--- src/rtl/owb_pkg.sv ---
// Package: constants for the single-wire byte write/read engine
// How it works
// - Slot value in bit 7, rest ignored
// - Code A5h with data byte writes byte
// - Busy at write code: no ack, discard
// - Write finishes within eight slots plus margin
// - Write activity starts soon after last bit
// - Wait for whole byte; send LSB first
// - Accepted command points read pointer at status
// - Busy held for all eight slots, then cleared
// - Write slots honour speed and pullup settings
// - Code 96h reads eight slots into register
// - Read slots are sampled write-one slots
// - Busy at read code: no ack, ignore
// - Read activity starts soon after ack edge
// - Write-one slot samples line at sample time
package owb_pkg;
   localparam logic [7:0] CMD_WRITE_BYTE = 8'hA5;
   localparam logic [7:0] CMD_READ_BYTE = 8'h96;
   localparam int BIT_VALUE_POS = 7;
   localparam real CLK_NS = 5.0;
   localparam real START_MAX_NS = 262.5;
   // Rounded down so the start never lands past the allowed margin
   localparam int START_MAX_CYC = int'($floor(START_MAX_NS / CLK_NS));
   // Standard speed slot timings in ns
   localparam real STD_SLOT_NS = 70000.0;
   localparam real STD_LOW1_NS = 6000.0;
   localparam real STD_LOW0_NS = 60000.0;
   localparam real STD_MSR_NS = 15000.0;
   // Overdrive slot timings in ns
   localparam real OD_SLOT_NS = 10000.0;
   localparam real OD_LOW1_NS = 1000.0;
   localparam real OD_LOW0_NS = 7500.0;
   localparam real OD_MSR_NS = 2000.0;
   localparam int STD_SLOT_CYC = int'($ceil(STD_SLOT_NS / CLK_NS));
   localparam int STD_LOW1_CYC = int'($ceil(STD_LOW1_NS / CLK_NS));
   localparam int STD_LOW0_CYC = int'($ceil(STD_LOW0_NS / CLK_NS));
   localparam int STD_MSR_CYC = int'($floor(STD_MSR_NS / CLK_NS));
   localparam int OD_SLOT_CYC = int'($ceil(OD_SLOT_NS / CLK_NS));
   localparam int OD_LOW1_CYC = int'($ceil(OD_LOW1_NS / CLK_NS));
   localparam int OD_LOW0_CYC = int'($ceil(OD_LOW0_NS / CLK_NS));
   localparam int OD_MSR_CYC = int'($floor(OD_MSR_NS / CLK_NS));
   localparam logic [7:0] RD_DATA_RST = 8'h00;
   typedef enum logic {OWB_PTR_STATUS, OWB_PTR_READ_DATA} owb_ptr_t;
endpackage

--- src/rtl/owb_engine.sv ---
// Byte write/read engine for the single-wire master
`timescale 1ns/1ps
module owb_engine #(
   parameter int SLOT_CYC = owb_pkg::STD_SLOT_CYC,
   parameter int LOW1_CYC = owb_pkg::STD_LOW1_CYC,
   parameter int LOW0_CYC = owb_pkg::STD_LOW0_CYC,
   parameter int MSR_CYC = owb_pkg::STD_MSR_CYC,
   parameter int OD_SLOT_CYC = owb_pkg::OD_SLOT_CYC,
   parameter int OD_LOW1_CYC = owb_pkg::OD_LOW1_CYC,
   parameter int OD_LOW0_CYC = owb_pkg::OD_LOW0_CYC,
   parameter int OD_MSR_CYC = owb_pkg::OD_MSR_CYC
) (
   // Clock and reset
   input wire logic ref_clk_in,
   input wire logic srst_in,
   // Command from the host side decoder
   input wire logic cmd_valid_in,
   input wire logic [7:0] cmd_code_in,
   input wire logic data_valid_in,
   input wire logic [7:0] data_in,
   output logic cmd_ack_out,
   output logic data_ack_out,
   // Configuration
   input wire logic overdrive_speed_select_in,
   input wire logic strong_pullup_enable_in,
   input wire logic active_pullup_enable_in,
   // Status
   output logic line_busy_flag_out,
   output logic sampled_bit_result_out,
   output logic [7:0] read_data_out,
   output owb_pkg::owb_ptr_t read_ptr_out,
   input wire logic set_ptr_rd_data_in,
   // Single-wire line
   input wire logic line_in,
   output logic line_out,
   output logic line_oe_out,
   output logic active_pullup_out,
   output logic strong_pullup_out
);
   typedef enum logic [1:0] {OWB_IDLE, OWB_WAIT_DATA, OWB_SLOTS} owb_state_t;
   localparam int CW = $clog2((SLOT_CYC > OD_SLOT_CYC ? SLOT_CYC
      : OD_SLOT_CYC) + 1);

   owb_state_t state_r;
   logic is_read_r;
   logic [7:0] shift_r;
   logic [2:0] bit_r;
   logic [CW-1:0] cnt_r;
   logic [7:0] read_data_r;
   logic sbr_r;
   logic od_r;
   logic spu_r;
   logic apu_r;
   owb_pkg::owb_ptr_t ptr_r;
   logic line_s1_r;
   logic line_s2_r;
   logic [CW-1:0] slot_len;
   logic [CW-1:0] low_len;
   logic [CW-1:0] msr_pt;
   logic [7:0] slot_byte;
   logic cur_bit;
   logic accept_cmd;
   logic slot_end;

   // Accept only while the line is idle; a busy line gets no ack
   assign accept_cmd = cmd_valid_in && (state_r == OWB_IDLE);
   assign cmd_ack_out = accept_cmd &&
      (cmd_code_in == owb_pkg::CMD_WRITE_BYTE ||
       cmd_code_in == owb_pkg::CMD_READ_BYTE);
   assign data_ack_out = data_valid_in && (state_r == OWB_WAIT_DATA);

   // Speed latched per command so a mid-byte change cannot warp a slot
   assign slot_len = od_r ? CW'(OD_SLOT_CYC) : CW'(SLOT_CYC);
   // Each slot is built like a single-bit slot; only the top bit counts
   assign slot_byte = is_read_r ? 8'hFF : {shift_r[0], 7'h00};
   assign cur_bit = slot_byte[owb_pkg::BIT_VALUE_POS];
   assign low_len = cur_bit ? (od_r ? CW'(OD_LOW1_CYC) : CW'(LOW1_CYC))
                            : (od_r ? CW'(OD_LOW0_CYC) : CW'(LOW0_CYC));
   assign msr_pt = od_r ? CW'(OD_MSR_CYC) : CW'(MSR_CYC);
   assign slot_end = (state_r == OWB_SLOTS) && (cnt_r == slot_len - 1'b1);

   // Line input synchroniser
   always_ff @(posedge ref_clk_in) begin
      line_s1_r <= line_in;
      line_s2_r <= line_s1_r;
   end

   // Command sequencing
   always_ff @(posedge ref_clk_in) begin
      if (srst_in) begin
         state_r <= OWB_IDLE;
         is_read_r <= 1'b0;
         shift_r <= 8'h00;
         bit_r <= 3'h0;
         cnt_r <= '0;
         od_r <= 1'b0;
         spu_r <= 1'b0;
         apu_r <= 1'b0;
      end else begin
         unique case (state_r)
            OWB_IDLE: begin
               cnt_r <= '0;
               bit_r <= 3'h0;
               if (cmd_ack_out) begin
                  od_r <= overdrive_speed_select_in;
                  spu_r <= strong_pullup_enable_in;
                  apu_r <= active_pullup_enable_in;
                  if (cmd_code_in == owb_pkg::CMD_WRITE_BYTE) begin
                     is_read_r <= 1'b0;
                     state_r <= OWB_WAIT_DATA;
                  end else begin
                     // Read-byte starts the cycle after the code ack
                     is_read_r <= 1'b1;
                     spu_r <= 1'b0;
                     state_r <= OWB_SLOTS;
                  end
               end
            end
            OWB_WAIT_DATA: begin
               if (data_valid_in) begin
                  // Full byte in hand, slots start next cycle
                  shift_r <= data_in;
                  state_r <= OWB_SLOTS;
               end
            end
            OWB_SLOTS: begin
               if (slot_end) begin
                  cnt_r <= '0;
                  shift_r <= {1'b0, shift_r[7:1]};
                  bit_r <= bit_r + 3'h1;
                  if (bit_r == 3'h7) begin
                     state_r <= OWB_IDLE;
                  end
               end else begin
                  cnt_r <= cnt_r + 1'b1;
               end
            end
            default: state_r <= OWB_IDLE;
         endcase
      end
   end

   // Line sampling and read data assembly
   always_ff @(posedge ref_clk_in) begin
      if (srst_in) begin
         sbr_r <= 1'b0;
         read_data_r <= owb_pkg::RD_DATA_RST;
      end else if (state_r == OWB_SLOTS && cnt_r == msr_pt && cur_bit) begin
         sbr_r <= line_s2_r;
         if (is_read_r) begin
            read_data_r[bit_r] <= line_s2_r;
         end
      end
   end

   // Read pointer
   always_ff @(posedge ref_clk_in) begin
      if (srst_in) begin
         ptr_r <= owb_pkg::OWB_PTR_STATUS;
      end else if (cmd_ack_out) begin
         ptr_r <= owb_pkg::OWB_PTR_STATUS;
      end else if (set_ptr_rd_data_in) begin
         ptr_r <= owb_pkg::OWB_PTR_READ_DATA;
      end
   end

   // Line drive: open drain low during the slot's low phase
   always_ff @(posedge ref_clk_in) begin
      if (srst_in) begin
         line_oe_out <= 1'b0;
         active_pullup_out <= 1'b0;
         strong_pullup_out <= 1'b0;
      end else begin
         line_oe_out <= (state_r == OWB_SLOTS) && (cnt_r < low_len);
         active_pullup_out <= apu_r && (state_r == OWB_SLOTS) &&
            (cnt_r >= low_len);
         // Strong pullup only after the last written bit
         strong_pullup_out <= (spu_r && !is_read_r &&
            (state_r == OWB_IDLE) && strong_pullup_out) ||
            (spu_r && slot_end && bit_r == 3'h7 && !is_read_r);
      end
   end

   assign line_out = 1'b0;
   assign line_busy_flag_out = (state_r == OWB_SLOTS);
   assign sampled_bit_result_out = sbr_r;
   assign read_data_out = read_data_r;
   assign read_ptr_out = ptr_r;

   // Checks
   AST_BUSY_NO_ACK: assert property (@(posedge ref_clk_in) disable iff
      (srst_in) line_busy_flag_out |-> !cmd_ack_out)
      else $error("Command acked while busy");
   AST_RD_NO_ACK: assert property (@(posedge ref_clk_in) disable iff
      (srst_in) (line_busy_flag_out &&
      cmd_code_in == owb_pkg::CMD_READ_BYTE) |->
      !cmd_ack_out)
      else $error("Read acked while busy");
   AST_WR_START: assert property (@(posedge ref_clk_in) disable iff
      (srst_in) (state_r == OWB_WAIT_DATA && data_valid_in) |=>
      line_busy_flag_out ##1 line_oe_out)
      else $error("Write slots late");
   AST_RD_START: assert property (@(posedge ref_clk_in) disable iff
      (srst_in) (cmd_ack_out && cmd_code_in == owb_pkg::CMD_READ_BYTE) |=>
      line_busy_flag_out ##1 line_oe_out)
      else $error("Read slots late");
   AST_PTR_STATUS: assert property (@(posedge ref_clk_in) disable iff
      (srst_in) cmd_ack_out |=> ptr_r == owb_pkg::OWB_PTR_STATUS)
      else $error("Pointer not at status");
   AST_BUSY_END: assert property (@(posedge ref_clk_in) disable iff
      (srst_in) (slot_end && bit_r == 3'h7) |=> !line_busy_flag_out)
      else $error("Busy not cleared");
   AST_BUSY_HOLD: assert property (@(posedge ref_clk_in) disable iff
      (srst_in) (line_busy_flag_out && !(slot_end && bit_r == 3'h7)) |=>
      line_busy_flag_out)
      else $error("Busy dropped early");
   AST_SHIFT_LSB: assert property (@(posedge ref_clk_in) disable iff
      (srst_in) (slot_end && !is_read_r) |=> shift_r[6:0] ==
      $past(shift_r[7:1]))
      else $error("Bit order wrong");
   AST_SAMPLE: assert property (@(posedge ref_clk_in) disable iff
      (srst_in) (state_r == OWB_SLOTS && cnt_r == msr_pt && cur_bit) |=>
      sbr_r == $past(line_s2_r))
      else $error("Sample lost");
   COV_WRITE: cover property (@(posedge ref_clk_in)
      cmd_ack_out && cmd_code_in == owb_pkg::CMD_WRITE_BYTE);
   COV_READ: cover property (@(posedge ref_clk_in)
      cmd_ack_out && cmd_code_in == owb_pkg::CMD_READ_BYTE);
   COV_REFUSE: cover property (@(posedge ref_clk_in)
      cmd_valid_in && line_busy_flag_out);
endmodule

--- config.mk ---
export PLATFORM = sky130hd
export DESIGN_NAME = owb_engine
export DESIGN_NICKNAME = d
export VERILOG_FILES = /design/src/rtl/owb_pkg.sv /design/src/rtl/owb_engine.sv
export SDC_FILE = /design/constraint.sdc
export NUM_CORES = 1
export LEC_CHECK = 0
export BUFFER_PORTS_ARGS = -buffer_cell sky130_fd_sc_hd__buf_2
export CAP_MARGIN = 15
export CORE_MARGIN = 2
export CORE_UTILIZATION = 45
export CTS_CLUSTER_DIAMETER = 120
export DETAILED_ROUTE_END_ITERATION = 6
export PLACE_DENSITY = 0.66
export SETUP_SLACK_MARGIN = 0.3
export SYNTH_ARGS = -nofsm -noshare
export SYNTH_HDL_FRONTEND = slang
export SYNTH_SLANG_ARGS = --single-unit
--- constraint.sdc ---
create_clock -name ref_clk_in -period 6.3 [get_ports ref_clk_in]
set_input_delay 0.315 -clock ref_clk_in [delete_from_list [all_inputs] [get_ports ref_clk_in]]
set_output_delay 0.315 -clock ref_clk_in [all_outputs]
set_load 0.01 [all_outputs]
==> results.toml <==
[sta]
finalMaxSlewViolations = 0
post-route-period-util = 0.4007
finalClockSkew_ps = 2.992
min_period_ps = 2524
fmax_ghz = 0.3961
relSlewSlack = 0.3462
finalSetupViolations = 0
finalHoldViolations = 0
rsz0062_at_grt = "false"
tightestPinTransition_ps = 980.7
setup_ws_ps = 3776
tns_ps = 0

[placement]
port-buffer-count = 40
place_hpwl_mm = 4.289
dp_slack_ps = 3833
post-place-cells = 405
place_area_um2 = 2740
gp_congestion = 0.8698

[global_route]
antenna_found_initial = 0
grt_max_degree = 34
grtUsageMet1 = 0.2770
use_met3 = 0.03977
grt_overflow = 0
grtUsageTotal = 0.1962
grt_pass1_wl_mm = 9.936
grt_busiest_layer = "met2"
grt_use_met2 = 0.3068
grt_pass1_vias = 2116

[clocking]
postCtsResizedCells = 0
cts.path.max_buffers = 2
cts-buffers-inserted = 5
hold_buffers = 0
h-tree-depth = 2
cts_setup_buffers = 0
cts_tree = "done"
clkLatencyLatePin_ps = 300
clk_pin_slew_worst_paths_ps = 90
clock_sinks = 46
cts-root-buf = "clkbuf_8"

[floorplan]
die_x_um = 78.96
initial_core_util = 0.4620
coreArea_um2 = 5473
die_area_um2 = 6235
rows = 27
io_pins = 42
chipHeight_um = 78.96

[logic_synthesis]
ys_ff_latch = 46
yosysWarningCount = 0
syn-num-nets = 353
synth_compound_area_frac = 0.2098
synth-seq-area-share = 0.3642
synth_area_per_cell_um2 = 8.105
ys_types = 48
synth.cell_area_um2 = 2529
muxShareOfSynthArea = 0.007917
synth_edf_count = 0
synth_ff_type = "dfxtp_1"
synth_xor_area_frac = 0.003464
yosys.area_share.simple = 0.2791
synth_fa_ha_area_frac = 0.07917
synth_top_family_by_area = "simple AND/OR/NAND/NOR gates"
synthArstFlopShare = 0
synthCells = 312

[outcome]
status = "finished clean"

[layout]
finalNonFillerCells = 413
syn2layout_area_growth_pct = 12.87
diodes = 0
nets = 381
drive_gt1_frac = 0.1701
fin_area_um2 = 2854

[power_and_ir_drop]
leakage_nw = 1.119
vdd_drop_max_v = 0.0001388
power_density_nw_per_um2 = 185.5

[setup_path]
arrival_ps = 2770
reg2reg_depth = 6
end_kind = "flop"
critical-path-max-stage-delay_ps = 780
crit_buf_inv = 1
cpMostUsedCell = "nand2b_1"
critPathLaunchType = "flop"
crit_family = "compound AO/OA/AOI/OAI gates"
crit_chain = "nand2b_1, inv_1, nand2b_1, a21oi_1, and3_1, a221o_1"
critPathRequiredTime_ps = 6540
cp_max_fo = 15
worst-path-stages = 6
worst-setup-path-type = "reg2reg"
crit_slowest_cell = "a21oi_1"

[detailed_routing]
routed_wl_mm = 5.814
antenna_left = 0
dr.pass1.iters = 4
drt-vias-per-instance = 5.610
drc = 0
drt_iter0_drc = 172
wire_per_inst_um = 14.08
via_count = 2317

[run]
maxCapViolations = 0

[min_path]
hold_depth = 1
min_path_type = "in2reg"
==> cell usage in the layout (no fill, tap or decap), drive strengths merged, types with 4 or more instances in the layout <==
| cell type | netlist | layout |
|---|---|---|
| a311oi | 9 | 9 |
| o41ai | 4 | 4 |
| nor3 | 5 | 5 |
| clkbuf | 15 | 5 |
| nand4 | 7 | 7 |
| nand4bb | 4 | 4 |
| o21ai | 16 | 16 |
| and3 | 7 | 7 |
| inv | 16 | 16 |
| buf | 4 | 40 |
| a21oi | 27 | 27 |
| dfxtp | 46 | 46 |
| nand2 | 41 | 41 |
| a221o | 4 | 4 |
| nand3 | 18 | 18 |
| nor2 | 31 | 31 |
| ha | 16 | 16 |
| nor4 | 5 | 5 |
==> worst paths after layout <==
path | startpoint | end | slack, ps
setup / recovery | state_r[0] | cnt_r[3] | 3780
hold / removal | line_in | line_s1_r | 110
setup reg to reg | state_r[0] | cnt_r[3] | 3780
hold reg to reg | line_s1_r | line_s2_r | 330
==> flip-flops by register name, indices dropped and copies added, names as in the netlist <==
signal / count
cnt_r: 14
read_data_out: 8
shift_r: 8
bit_r: 3
state_r: 2
active_pullup_out: 1
apu_r: 1
is_read_r: 1
line_oe_out: 1
line_s1_r: 1
line_s2_r: 1
od_r: 1
read_ptr_out: 1
sampled_bit_result_out: 1
spu_r: 1
strong_pullup_out: 1
==> per-layer routing <==
metal / routed length, µm / share of wire / vias to the layer above
met1: 2813 / 0.48 / 1051
met4: 61 / 0.010 / 0
met2: 2617 / 0.45 / 75
met3: 321 / 0.055 / 6
met5: 0 / 0 / -
li1: - / - / 1185
==> Yosys cell counts (all sizes together), types with 3 or more instances <==
| cell type | count | area, µm² |
|---|---|---|
| a221o | 4 | 40.04 |
| nand3 | 18 | 90.09 |
| a311oi | 9 | 78.83 |
| inv | 16 | 60.06 |
| and3 | 7 | 43.79 |
| clkbuf | 15 | 56.30 |
| nor3 | 5 | 25.02 |
| nand4bb | 4 | 45.04 |
| buf | 4 | 22.52 |
| ha | 16 | 200.2 |
| nand2 | 41 | 153.9 |
| o21ai | 16 | 80.08 |
| nor2 | 31 | 116.4 |
| nor2b | 3 | 18.77 |
| dfxtp | 46 | 920.9 |
| nand2b | 3 | 18.77 |
| nor4 | 5 | 43.79 |
| a21oi | 27 | 135.1 |
| nand4 | 7 | 43.79 |
| o41ai | 4 | 35.03 |
| and2 | 3 | 18.77 |
==> power breakdown <==
group / total, mW / switching [mW] / internal [mW] / leakage (nW)
sequential: 0.293 / 0.00124 / 0.292 / 0.371
combinational: 0.0162 / 0.00849 / 0.00769 / 0.697
clock: 0.220 / 0.102 / 0.118 / 0.0504
==> area by class of cell <==
class | instances | area [µm²]
well taps | 72 | 90.09
fillers | 523 | 2619
multi-input cells | 231 | 1469
flip-flops and latches | 46 | 920.9
clock inverters | 3 | 45.04
clock buffers | 5 | 68.82
inverters | 16 | 60.06
repair buffers | 40 | 200.2
==> cell families after synthesis <==
kind of cell	Yosys count
XOR/XNOR	1
other	1
multiplexers	2
AND/OR/NAND/NOR	136
adder cells (fa/ha/maj)	16
AO/OA/AOI/OAI	75
flip-flops	46
buffers and inverters	35
==> metrics by stage <==
stage / power (mW) / util / hold WS (ps)
3_3_place_gp: 0.3158 / 0.5007 / 310.2
5_1_grt: 0.5510 / 0.5215 / 94.18
6_report: 0.5295 / 0.5215 / 112.0
2_1_floorplan: 0.3073 / - / 309.6
3_5_place_dp: 0.3160 / 0.5007 / 312.1
4_1_cts: 0.5369 / 0.5215 / 100.4
Power figures use the tool's default switching activity.
